$ cat src/include/lcgc_consts.vh
`ifndef LCGC_CONSTS_VH
`define LCGC_CONSTS_VH

// Cluster geometry
`define LCGC_NUM_CELLS 8
`define LCGC_NUM_GLOBAL_NET_BUFFER 8
`define LCGC_NUM_GPIN 6
`define LCGC_LUT_INPUTS 4
`define LCGC_LUT_SIZE 16
`define LCGC_GLUT_SLOTS 4

// Register addresses (word index on the plain register port)
`define LCGC_ADDR_W 8
`define LCGC_ADDR_CTRL 8'h00
`define LCGC_ADDR_CLKSEL 8'h01
`define LCGC_ADDR_GBSRC 8'h02
`define LCGC_ADDR_LUTG 8'h03
`define LCGC_ADDR_CELLCFG 8'h04
`define LCGC_ADDR_STATUS 8'h05
`define LCGC_ADDR_LUT_BASE 8'h08
`define LCGC_LUT_PAGE 5'h01
`define LCGC_LUT_PAGE_RANGE 7:3
`define LCGC_LUT_IDX_RANGE 2:0

// CTRL fields
`define LCGC_CTRL_DONE 0
`define LCGC_CTRL_SYNC 1
`define LCGC_CTRL_SRUSE 2
`define LCGC_CTRL_CEUSE 3

// CLKSEL fields
`define LCGC_CLK_IDX 2:0
`define LCGC_CLK_FABRIC 3
`define LCGC_SR_PAIR 5:4
`define LCGC_SR_GLOBAL_NET_BUFFER 6
`define LCGC_CE_PAIR 8:7
`define LCGC_CE_GLOBAL_NET_BUFFER 9
`define LCGC_CLKSEL_W 10
`define LCGC_CLKSEL_RST 10'h008

// CELLCFG fields
`define LCGC_CFG_REGOUT 7:0
`define LCGC_CFG_CARRY 15:8
`define LCGC_CFG_SRSET 23:16
`define LCGC_CFG_OE 31:24

// STATUS fields
`define LCGC_ST_OUT 7:0
`define LCGC_ST_Q 15:8
`define LCGC_ST_COUT 16
`define LCGC_ST_DONE 17

// Global buffers fed from on-chip strobe sources
`define LCGC_GLOBAL_NET_BUFFER_SLOW 4
`define LCGC_GLOBAL_NET_BUFFER_FAST 5

`endif

$ cat src/logic/lcgc_cell.v
`include "lcgc_consts.vh"

module lcgc_cell (
  // Clock and resets
  input wire clk,
  input wire rst_n,
  input wire glb_rst,
  // Shared cluster controls
  input wire tick,
  input wire ce,
  input wire sr,
  input wire sr_async,
  // Cell configuration
  input wire [15:0] lut_init,
  input wire reg_out_sel,
  input wire carry_mode,
  input wire sr_set,
  // Data
  input wire [3:0] lut_in,
  input wire carry_in,
  output wire cell_out,
  output wire carry_out,
  output reg q
);
  wire [3:0] idx;
  wire lut;

  // Top input taken from the carry chain in arithmetic mode
  assign idx = {(carry_mode ? carry_in : lut_in[3]), lut_in[2:0]};
  assign lut = lut_init[idx];
  // Majority carry, as for a full adder on inputs 1 and 2
  assign carry_out = (lut_in[1] & lut_in[2]) | (lut_in[1] & carry_in) |
                     (lut_in[2] & carry_in);
  assign cell_out = reg_out_sel ? q : lut;

  always @(posedge clk or negedge rst_n) begin
    if (!rst_n) begin
      q <= 1'b0;
    end else if (glb_rst) begin
      // Wake-up state is reset whatever the set/reset variant
      q <= 1'b0;
    end else if (sr && sr_async) begin
      q <= sr_set;
    end else if (tick) begin
      if (sr) begin
        q <= sr_set;
      end else if (ce) begin
        q <= lut;
      end
    end
  end
endmodule

$ cat src/logic/lcgc_top.v
`include "lcgc_consts.vh"

module lcgc_top #(
  parameter NUM_CELLS = `LCGC_NUM_CELLS
) (
  // Clock and reset
  input wire CORE_CLK,
  input wire RST_N,
  // Register port
  input wire [7:0] ADDR,
  input wire [31:0] WDATA,
  input wire WR,
  input wire RD,
  output reg [31:0] RDATA,
  // Global input pins and strobe sources
  input wire [5:0] GPIN,
  input wire SLOW_PULSE,
  input wire FAST_PULSE,
  output wire [5:0] GPIN_FREE,
  // Fabric side
  input wire [4*NUM_CELLS-1:0] LUT_IN,
  input wire FABRIC_CLK,
  input wire FABRIC_CE,
  input wire FABRIC_SR,
  input wire CARRY_CHAIN_IN,
  output wire [NUM_CELLS-1:0] CELL_OUT,
  output wire CARRY_CHAIN_OUT,
  // User I/O drive
  output wire [NUM_CELLS-1:0] USER_IO_OUT,
  output wire [NUM_CELLS-1:0] USER_IO_OE,
  // Configuration-time controls
  output wire GLOBAL_RESET,
  output wire IO_FLOAT_CONTROL
);
  // Reset release
  reg rst_q1;
  reg rst_q2;
  wire rst_n;

  always @(posedge CORE_CLK or negedge RST_N) begin
    if (!RST_N) begin
      rst_q1 <= 1'b0;
      rst_q2 <= 1'b0;
    end else begin
      rst_q1 <= 1'b1;
      rst_q2 <= rst_q1;
    end
  end
  assign rst_n = rst_q2;

  // Buffer bit selected by a three-bit index
  function pick8;
    input [7:0] v;
    input [2:0] i;
    begin
      pick8 = v[i];
    end
  endfunction

  // Configuration registers
  reg cfg_done;
  reg sr_sync;
  reg sr_use;
  reg ce_use;
  reg [`LCGC_CLKSEL_W-1:0] clksel;
  reg [7:0] gbsrc;
  reg [15:0] lutg;
  reg [31:0] cellcfg;
  reg [15:0] lut_init [0:NUM_CELLS-1];

  wire lut_page;
  wire [2:0] lut_idx;
  integer k;

  assign lut_page = (ADDR[`LCGC_LUT_PAGE_RANGE] == `LCGC_LUT_PAGE);
  assign lut_idx = ADDR[`LCGC_LUT_IDX_RANGE];

  always @(posedge CORE_CLK or negedge rst_n) begin
    if (!rst_n) begin
      cfg_done <= 1'b0;
      sr_sync <= 1'b0;
      sr_use <= 1'b0;
      ce_use <= 1'b0;
      clksel <= `LCGC_CLKSEL_RST;
      gbsrc <= 8'h00;
      lutg <= 16'h0000;
      cellcfg <= 32'h00000000;
      for (k = 0; k < NUM_CELLS; k = k + 1) begin
        lut_init[k] <= 16'h0000;
      end
    end else if (WR) begin
      if (ADDR == `LCGC_ADDR_CTRL) begin
        // Completion is one-way until the next reset
        cfg_done <= cfg_done | WDATA[`LCGC_CTRL_DONE];
        sr_sync <= WDATA[`LCGC_CTRL_SYNC];
        sr_use <= WDATA[`LCGC_CTRL_SRUSE];
        ce_use <= WDATA[`LCGC_CTRL_CEUSE];
      end
      if (ADDR == `LCGC_ADDR_CLKSEL) begin
        clksel <= WDATA[`LCGC_CLKSEL_W-1:0];
      end
      if (ADDR == `LCGC_ADDR_GBSRC) begin
        gbsrc <= WDATA[7:0];
      end
      if (ADDR == `LCGC_ADDR_LUTG) begin
        lutg <= WDATA[15:0];
      end
      if (ADDR == `LCGC_ADDR_CELLCFG) begin
        cellcfg <= WDATA;
      end
      if (lut_page && ({29'h0, lut_idx} < NUM_CELLS)) begin
        lut_init[lut_idx] <= WDATA[15:0];
      end
    end
  end

  // Global controls: both held during configuration, dropped together
  assign GLOBAL_RESET = ~cfg_done;
  assign IO_FLOAT_CONTROL = ~cfg_done;

  // Global buffers
  wire [7:0] global_net_buffer;
  assign global_net_buffer = {gbsrc[7] & GPIN[5], gbsrc[6] & GPIN[4], FAST_PULSE, SLOW_PULSE,
                 gbsrc[3:0] & GPIN[3:0]};

  // A pin is busy only while its buffer is the cluster clock
  wire clk_from_global_net_buffer;
  wire [2:0] clk_idx;
  assign clk_from_global_net_buffer = ~clksel[`LCGC_CLK_FABRIC];
  assign clk_idx = clksel[`LCGC_CLK_IDX];

  genvar p;
  generate
    for (p = 0; p < `LCGC_NUM_GPIN; p = p + 1) begin : g_pin
      // Pins 4 and 5 skip the two strobe-fed buffers
      localparam integer BUF_NUM = (p < 4) ? p : p + 2;
      localparam [2:0] BUF = BUF_NUM[2:0];
      assign GPIN_FREE[p] = ~(clk_from_global_net_buffer && clk_idx == BUF && gbsrc[BUF]);
    end
  endgenerate

  // Cluster clock: one core clock, so the selected source becomes a tick
  wire clk_src;
  reg clk_src_q;
  wire tick;
  assign clk_src = clk_from_global_net_buffer ? pick8(global_net_buffer, clk_idx) : FABRIC_CLK;

  always @(posedge CORE_CLK or negedge rst_n) begin
    if (!rst_n) begin
      clk_src_q <= 1'b0;
    end else begin
      clk_src_q <= clk_src;
    end
  end
  assign tick = clk_src & ~clk_src_q;

  // Shared set/reset and clock enable
  wire sr_src;
  wire ce_src;
  wire sr;
  wire ce;
  assign sr_src = clksel[`LCGC_SR_GLOBAL_NET_BUFFER] ?
                  pick8(global_net_buffer, {clksel[`LCGC_SR_PAIR], 1'b0}) : FABRIC_SR;
  assign ce_src = clksel[`LCGC_CE_GLOBAL_NET_BUFFER] ?
                  pick8(global_net_buffer, {clksel[`LCGC_CE_PAIR], 1'b1}) : FABRIC_CE;
  // Unused set/reset never disturbs the flip-flops
  assign sr = sr_use & sr_src;
  assign ce = ce_use ? ce_src : 1'b1;

  // Global buffer slots onto table inputs: one slot per input position
  wire [3:0] slot_en;
  wire [3:0] slot_val;
  genvar s;
  generate
    for (s = 0; s < `LCGC_GLUT_SLOTS; s = s + 1) begin : g_slot
      assign slot_en[s] = lutg[4*s+3];
      assign slot_val[s] = pick8(global_net_buffer, lutg[4*s+2:4*s]);
    end
  endgenerate

  // Cells and carry chain
  wire [NUM_CELLS:0] carry;
  wire [NUM_CELLS-1:0] q;
  assign carry[0] = CARRY_CHAIN_IN;

  genvar c;
  generate
    for (c = 0; c < NUM_CELLS; c = c + 1) begin : g_cell
      wire [3:0] lin;
      assign lin = (slot_en & slot_val) | (~slot_en & LUT_IN[4*c+3:4*c]);
      lcgc_cell u_cell (
        .clk(CORE_CLK),
        .rst_n(rst_n),
        .glb_rst(GLOBAL_RESET),
        .tick(tick),
        .ce(ce),
        .sr(sr),
        .sr_async(~sr_sync),
        .lut_init(lut_init[c]),
        .reg_out_sel(cellcfg[c]),
        .carry_mode(cellcfg[8+c]),
        .sr_set(cellcfg[16+c]),
        .lut_in(lin),
        .carry_in(carry[c]),
        .cell_out(CELL_OUT[c]),
        .carry_out(carry[c+1]),
        .q(q[c])
      );
      // User pins float while the device is configuring
      assign USER_IO_OE[c] = cellcfg[24+c] & ~IO_FLOAT_CONTROL;
    end
  endgenerate

  assign CARRY_CHAIN_OUT = carry[NUM_CELLS];
  assign USER_IO_OUT = CELL_OUT;

  // Read port: data stands one cycle after the strobe, zero elsewhere
  reg [31:0] next_rdata;
  always @* begin
    next_rdata = 32'h00000000;
    if (ADDR == `LCGC_ADDR_CTRL) begin
      next_rdata[`LCGC_CTRL_DONE] = cfg_done;
      next_rdata[`LCGC_CTRL_SYNC] = sr_sync;
      next_rdata[`LCGC_CTRL_SRUSE] = sr_use;
      next_rdata[`LCGC_CTRL_CEUSE] = ce_use;
    end else if (ADDR == `LCGC_ADDR_CLKSEL) begin
      next_rdata[`LCGC_CLKSEL_W-1:0] = clksel;
    end else if (ADDR == `LCGC_ADDR_GBSRC) begin
      next_rdata[7:0] = gbsrc;
    end else if (ADDR == `LCGC_ADDR_LUTG) begin
      next_rdata[15:0] = lutg;
    end else if (ADDR == `LCGC_ADDR_CELLCFG) begin
      next_rdata = cellcfg;
    end else if (ADDR == `LCGC_ADDR_STATUS) begin
      next_rdata[`LCGC_ST_OUT] = CELL_OUT;
      next_rdata[`LCGC_ST_Q] = q;
      next_rdata[`LCGC_ST_COUT] = CARRY_CHAIN_OUT;
      next_rdata[`LCGC_ST_DONE] = cfg_done;
    end else if (lut_page && ({29'h0, lut_idx} < NUM_CELLS)) begin
      next_rdata[15:0] = lut_init[lut_idx];
    end
  end

  always @(posedge CORE_CLK or negedge rst_n) begin
    if (!rst_n) begin
      RDATA <= 32'h00000000;
    end else if (RD) begin
      RDATA <= next_rdata;
    end else begin
      RDATA <= 32'h00000000;
    end
  end
endmodule

$ cat config.mk
export PLATFORM = sky130hd
export DESIGN_NAME = lcgc_top
export DESIGN_NICKNAME = d
export VERILOG_FILES = /design/src/logic/lcgc_cell.v /design/src/logic/lcgc_top.v
export VERILOG_INCLUDE_DIRS = /design/src /design/src/include
export SDC_FILE = /design/constraint.sdc
export NUM_CORES = 1
export LEC_CHECK = 0
export ABC_AREA = 0
export BUFFER_PORTS_ARGS = -buffer_cell sky130_fd_sc_hd__buf_2
export CAP_MARGIN = 30
export CORE_MARGIN = 4
export CORE_UTILIZATION = 30
export DETAILED_ROUTE_END_ITERATION = 7
export GPL_ROUTABILITY_DRIVEN = 1
export GPL_TIMING_DRIVEN = 0
export SYNTH_ARGS = -nofsm -noshare
export SYNTH_HDL_FRONTEND = slang
export SYNTH_SLANG_ARGS = --single-unit
$ cat constraint.sdc
create_clock -name CORE_CLK -period 10.1 [get_ports CORE_CLK]
set_input_delay 0.505 -clock CORE_CLK [delete_from_list [all_inputs] [get_ports CORE_CLK]]
set_output_delay 0.505 -clock CORE_CLK [all_outputs]
set_load 0.01 [all_outputs]
Word level (Yosys, flattened, before mapping) --
Index checks and enable logic that the tools add are counted.
Cells by class: order comparisons 17, mux-type cells 114, equal/unequal tests 13, bitwise operators 83, reduce and logical (&&, ||, !) cells 23
Operators by type and width (number):
- $bwmux 128 | 1
- $mux 16 | 7
- $mux 18 | 5
- $mux 1 | 75
- $bmux 16 s3 | 1
- $demux 16 s3 | 1
- $and 4x4->4 | 10
- $lt 4x5->1 const B | 8
- $and 1x1->1 | 36
- $bmux 1 s4 | 8
- $mux 32 | 1
- $or 4x4->4 | 8
- $lt 3x4->1 const B | 7
- $mux 28 | 1
- $mux 24 | 1
- $mux 22 | 1
- $or 1x1->1 | 17
- $eq 8x2->1 const B | 2
- $eq 8x3->1 const B | 2
- $bmux 1 s3 | 5
- $logic_and 1x1->1 | 14
- $mux 14 | 1
- $reduce_and 2->1 | 7
- $mux 10 | 1
- other kinds (18) | 30
Storage, ports and cells: logic and storage cells 278, output and inout port bits 65, flip-flop bits (word level) 241, input bits 88

Depth between registers and ports, before layout --
depth after elaboration 41, gate-level depth with buffers 13, gate-level depth less buffers 10

Modules after synthesis --
Synthesis repeated with hierarchy kept, for this count alone.
Second synthesis, totals: cells, all modules 1019, area total of the unflattened synthesis 13231.4 um^2
Modules (own cells, without submodules):
- lcgc_top | times used 1, cells each 855, sequential area each 5831.8 um^2, area an instance 11314.6 um^2
- lcgc_cell at g_cell[0].u_cell ... | times used 5, cells each 19, sequential area each 25.0 um^2, area an instance 237.7 um^2
- lcgc_cell at g_cell[5].u_cell ... | times used 3, cells each 23, sequential area each 25.0 um^2, area an instance 242.7 um^2

Least setup slack after synthesis --
Ideal clock, no wire load.
kind input to output, from input GPIN[1], to output CELL_OUT[7], cell stages on the path 13, slack 6.599 ns, required time 9.595 ns, buffers on the path 3, arrival 2.996 ns, cells stage by stage nand2_1 mux4_2 o211a_1 buf_6 buf_6 nor2_2 mux2i_1 mux2i_1 mux2i_1 or3b_1 a21boi_2 o31ai_1 buf_4
On the way: longest elaborated chain between the ends 30, elaborated cells on any way between the ends 57, those cells by class 12 x mux; 45 x bitwise
Ends and longest elaborated chain:
- from (decl) | RTL line lcgc_top.v:16 | input wire [5:0] GPIN,
- $and 4x4->4 * | RTL line lcgc_top.v:124 | gbsrc[3:0] & GPIN[3:0]};
- $bmux 1 s3 | RTL line lcgc_top.v:56 | pick8 = v[i];
- $mux 1 (implied by the code) | RTL line lcgc_top.v:56
- $and 4x4->4 * | RTL line lcgc_top.v:190 | assign lin = (slot_en & slot_val) | (~slot_en & LUT_IN[4*c+3:4*c]);
- $or 4x4->4 | RTL line lcgc_top.v:190
- $and 1x1->1 | RTL line lcgc_cell.v:32 | assign carry_out = (lut_in[1] & lut_in[2]) | (lut_in[1] & carry_in) |
- $or 1x1->1 (2 in series) | RTL line lcgc_cell.v:32
- $and 1x1->1 | RTL line lcgc_cell.v:32
- (+11 left out)
- $and 1x1->1 | RTL line lcgc_cell.v:32
- $or 1x1->1 (2 in series) | RTL line lcgc_cell.v:32
- $and 1x1->1 | RTL line lcgc_cell.v:32
- $or 1x1->1 (2 in series) | RTL line lcgc_cell.v:32
- $mux 1 | RTL line lcgc_cell.v:29 | assign idx = {(carry_mode ? carry_in : lut_in[3]), lut_in[2:0]};
- $bmux 1 s4 * | RTL line lcgc_cell.v:30 | assign lut = lut_init[idx];
- $mux 1 (implied by the code) * | RTL line lcgc_cell.v:30
- $mux 1 * | RTL line lcgc_cell.v:34 | assign cell_out = reg_out_sel ? q : lut;
- to (decl) | RTL line lcgc_top.v:26 | output wire [NUM_CELLS-1:0] CELL_OUT,
Mark *: on every way between the ends. The rest lies on a longest branch, timed or not. The select of a mux whose other input is x is not followed.

Worst setup path in the final report --
from register gbsrc[0], to output USER_IO_OUT[7]
On the way: longest elaborated chain between the ends 30, elaborated cells on any way between the ends 57, those cells by class 12 x mux; 45 x bitwise
Ends and longest elaborated chain:
- from (decl) | RTL line lcgc_top.v:66 | reg [7:0] gbsrc;
- from (signal assigned) | RTL line lcgc_top.v:103 | gbsrc <= WDATA[7:0];
- $and 4x4->4 * | RTL line lcgc_top.v:124
- $bmux 1 s3 | RTL line lcgc_top.v:56
- $mux 1 (implied by the code) | RTL line lcgc_top.v:56
- $and 4x4->4 * | RTL line lcgc_top.v:190
- $or 4x4->4 | RTL line lcgc_top.v:190
- $and 1x1->1 | RTL line lcgc_cell.v:32
- $or 1x1->1 (2 in series) | RTL line lcgc_cell.v:32
- $and 1x1->1 | RTL line lcgc_cell.v:32
- (+11 left out)
- $and 1x1->1 | RTL line lcgc_cell.v:32
- $or 1x1->1 (2 in series) | RTL line lcgc_cell.v:32
- $and 1x1->1 | RTL line lcgc_cell.v:32
- $or 1x1->1 (2 in series) | RTL line lcgc_cell.v:32
- $mux 1 | RTL line lcgc_cell.v:29
- $bmux 1 s4 * | RTL line lcgc_cell.v:30
- $mux 1 (implied by the code) * | RTL line lcgc_cell.v:30
- $mux 1 * | RTL line lcgc_cell.v:34
- to (decl) | RTL line lcgc_top.v:29 | output wire [NUM_CELLS-1:0] USER_IO_OUT,
Marks and branches as above.

==> flow_metrics.env <==
export IMPL_period_share_pct=51.5
export IMPL_routed_wl_mm=46.4
export IMPL_report_power_total_mw=2.43
export IMPL_fin_nets=1397
export IMPL_synth_seq_cells=241
export IMPL_run_status="finished clean"
export IMPL_intPower_mw=1.77
export IMPL_final_core_util_pct=36.0
export IMPL_leakagePower_nw=7.55
export IMPL_period_minus_slack_ps=5200
export IMPL_crit_arrival_ps=4700
export IMPL_grt_first_pass_wirelength_mm=67.9
export IMPL_die_height_um=219
export IMPL_worstRegToRegCells=12
export IMPL_dp_slack_ps=5390
export IMPL_yosysWarnings=0
export IMPL_initial_core_util_pct=30.3
export IMPL_synth_top_family_by_area="multiplexers"
export IMPL_r2r_end="RDATA[7]"
export IMPL_synth_top_area_share_pct=44.8
export IMPL_clkPwrFrac_pct=42.3
export IMPL_synth_main_ff_cell="dfrtp_1"
export IMPL_initialDrtViolationCount=968
export IMPL_final_antenna_net_count=0
export IMPL_cts_root_buf="clkbuf_16"
export IMPL_grt_pass1_vias=10176
export IMPL_synth_edf_count=0
export IMPL_htreeDepth=1
export IMPL_min_to="cellcfg[24]"
export IMPL_min_from="WDATA[24]"
export IMPL_syn_num_nets=1215
export IMPL_dieWidth_um=219
export IMPL_rrSetupSlack_ps=6160
export IMPL_synth_area_mux_share_pct=32.5
export IMPL_io_pin_count=153
export IMPL_final_hold_viol_count=0
export IMPL_p_switching_mw=0.666
export IMPL_dpl_hpwl_mm=35.8
export IMPL_detail_route_first_pass_iterations=7
export IMPL_max_freq_mhz=192
export IMPL_overflow=0
export IMPL_cts_buffers=28
export IMPL_post_cts_setup_buffer_count=0
export IMPL_fill_cells=4339
export IMPL_seq_power_share_pct=44.2
export IMPL_hold_depth=2
export IMPL_dp_cells=1869
export IMPL_synth_xor_area_share_pct=0
export IMPL_ys_seq_area_share_pct=45.0
export IMPL_antenna_found_initial=3
export IMPL_syn_area_um2=13400
export IMPL_vias=10322
export IMPL_worst_slew_pin_slew_ps=906
export IMPL_area_growth_pct=18.9
export IMPL_whs_ps=184
export IMPL_rows=77
export IMPL_dieArea_um2=48100
export IMPL_syn_area_per_cell_um2=11.9
export IMPL_ir_drop_v=0.000131
export IMPL_synth_cell_types=70
export IMPL_final_area_um2=15900
export IMPL_grt_total_usage_pct=18.8
export IMPL_drv_slew=0
export IMPL_endpoint_kind="output pin"
export IMPL_setup_viol=0
export IMPL_wl_per_cell_um=24.1
export IMPL_crit_required_ps=9600
export IMPL_yosys_area_share_simple_pct=8.99
export IMPL_insertion_delay_ps=560
export IMPL_avgViaCountPerCell=5.36
export IMPL_clk_pin_slew_ps=60
export IMPL_portBuffers=144
export IMPL_drive_above_1_share_pct=38.6
export IMPL_r2r_start="gbsrc[0]"
export IMPL_worstPathMaxFanout=10
export IMPL_path_class="flop to output pin"
export IMPL_fin_cells=1924
export IMPL_powerDensity_nw_per_um2=153
export IMPL_synth_top_area_cell="dfrtp_1"
export IMPL_synthCells=1127
export IMPL_synthTopCellsByArea="dfrtp_1 45%, mux2_2 18%, mux2i_1 6.9%"
export IMPL_fin_ws_ps=4900
export IMPL_hold_class="input port to flop"
export IMPL_ctsLongestPathBuffers=3
export IMPL_async_flop_share_pct=100
export IMPL_switching_share_pct=27.4
export IMPL_combPwrFrac_pct=13.5
export IMPL_coreArea_um2=44200
export IMPL_fin_worst_skew_ps=15.9
export IMPL_synth_adder_area_share_pct=0
export IMPL_setup_tns_ps=0
export IMPL_start_kind="flop"
export IMPL_cap_violations=0
export IMPL_max_slew_margin_pct=38.9
export IMPL_rsz0062_at_grt="false"
export IMPL_place_area_um2=15000
export IMPL_clock_sinks=241
export IMPL_grt_max_degree=70
export IMPL_cts_tree="yes"
export IMPL_gp_congestion=0.927
export IMPL_route_detailed_drc=0
export IMPL_synth_compound_area_share_pct=9.83
==> cells in the mapped netlist, types with 4 or more instances <==
| master | n |
|---|---|
| nand2_1 | 74 |
| a222oi_1 | 9 |
| mux4_2 | 39 |
| nand3b_1 | 7 |
| a211oi_1 | 8 |
| or2_2 | 4 |
| dfrtp_1 | 240 |
| nor2b_1 | 7 |
| o21ai_0 | 42 |
| o41ai_2 | 4 |
| buf_4 | 20 |
| nor2_1 | 62 |
| and3_1 | 5 |
| o31ai_1 | 8 |
| and2_1 | 28 |
| or3_1 | 6 |
| mux2_2 | 216 |
| nand2b_1 | 5 |
| inv_1 | 12 |
| buf_1 | 11 |
| a21o_1 | 10 |
| clkbuf_1 | 51 |
| nand4_1 | 6 |
| o211ai_1 | 12 |
| nand3_1 | 12 |
| a21oi_1 | 52 |
| nor3_1 | 6 |
| o22ai_1 | 4 |
| buf_2 | 4 |
| o21ai_1 | 5 |
| mux2i_1 | 92 |
==> critical path: stages, from the launching register on <==
cell      delay, ps
dfrtp_1         570
nand2_2         130
mux4_2          490
o211a_1         270
buf_6           160
buf_6           150
nor2_2          410
mux2i_1         240
mux2i_1          90
mux2i_1         530
or3b_1          440
a21boi_2        190
o31ai_1         170
buf_4           170
buf_2           130
==> state kept, by name, indices dropped and copies added, names as in the netlist, 8 cells and up <==
register / flops
clksel: 10
lut_init: 128
cellcfg: 32
RDATA: 32
gbsrc: 8
g_cell.u_cell.q: 8
lutg: 16
==> layer usage <==
| metal | GRT usage (%) | vias to the layer above | part of all wire (%) | wire, um |
|---|---|---|---|---|
| li1 | - | 4528 | - | - |
| met1 | 24.4 | 5282 | 41 | 18900 |
| met2 | 32.6 | 431 | 50 | 23000 |
| met3 | 2.67 | 79 | 6.6 | 3080 |
| met4 | 5.58 | 2 | 2.9 | 1350 |
| met5 | 0 | - | 0.017 | 8 |
==> cells by family (layout without fill, tap and decap cells) <==
family / after synthesis / in the layout
simple gates: 239 / 239
mux: 354 / 354
compound gates: 189 / 189
flops: 241 / 241
other cells: 1 / 3
buf+inv: 103 / 306
==> cell usage in the layout (no fill, tap or decap), types with 12 or more instances in the layout <==
cell | Yosys | routed
and2_1 | 28 | 28
mux2i_1 | 92 | 92
clkbuf_16 | 0 | 29
clkbuf_1 | 51 | 57
buf_4 | 20 | 21
nand2_1 | 74 | 74
a21oi_1 | 52 | 52
buf_2 | 4 | 149
mux2_2 | 216 | 216
o211ai_1 | 12 | 12
nand3_1 | 12 | 12
nor2_1 | 62 | 62
o21ai_0 | 42 | 42
dfrtp_1 | 240 | 239
inv_1 | 12 | 12
mux4_2 | 39 | 39
==> power by group through the flow <==
stage | clock network, mW | registers [mW] | logic (mW)
after floorplan | 0 | 1.07 | 0.201
after global placement | 0 | 1.10 | 0.301
after detailed placement | 0 | 1.09 | 0.325
after CTS | 1.04 | 1.07 | 0.326
after global routing | 1.09 | 1.08 | 0.352
final | 1.03 | 1.08 | 0.329
==> worst max path at each step <==
stage,start,endpoint,cells past startpoint
after floorplan,rst_n,RDATA[0],0
after global placement,rst_n,lut_init[18],0
after detailed placement,SLOW_PULSE,USER_IO_OUT[7],14
after CTS,gbsrc[0],USER_IO_OUT[7],14
after global routing,lutg[4],CELL_OUT[7],13
final,gbsrc[0],USER_IO_OUT[7],14
==> layout make-up <==
cell class,count,area (um^2),area share (%)
multi-input combinational,783,6890,43.2
sequential,241,6040,37.9
timing repair buffer,152,856,5.37
clock buffer,40,817,5.13
tap,592,741,4.65
buffer,88,425,2.67
clock inverter,11,116,0.730
inverter,15,56.3,0.353
antenna,2,5.00,0.0314
==> timing repair <==
item	4_1_cts	5_1_grt
hold buffers	1	0
endpoints found under the hold margin	2	0
gates resized for setup	0	0
Power figures use the tool's default switching activity.
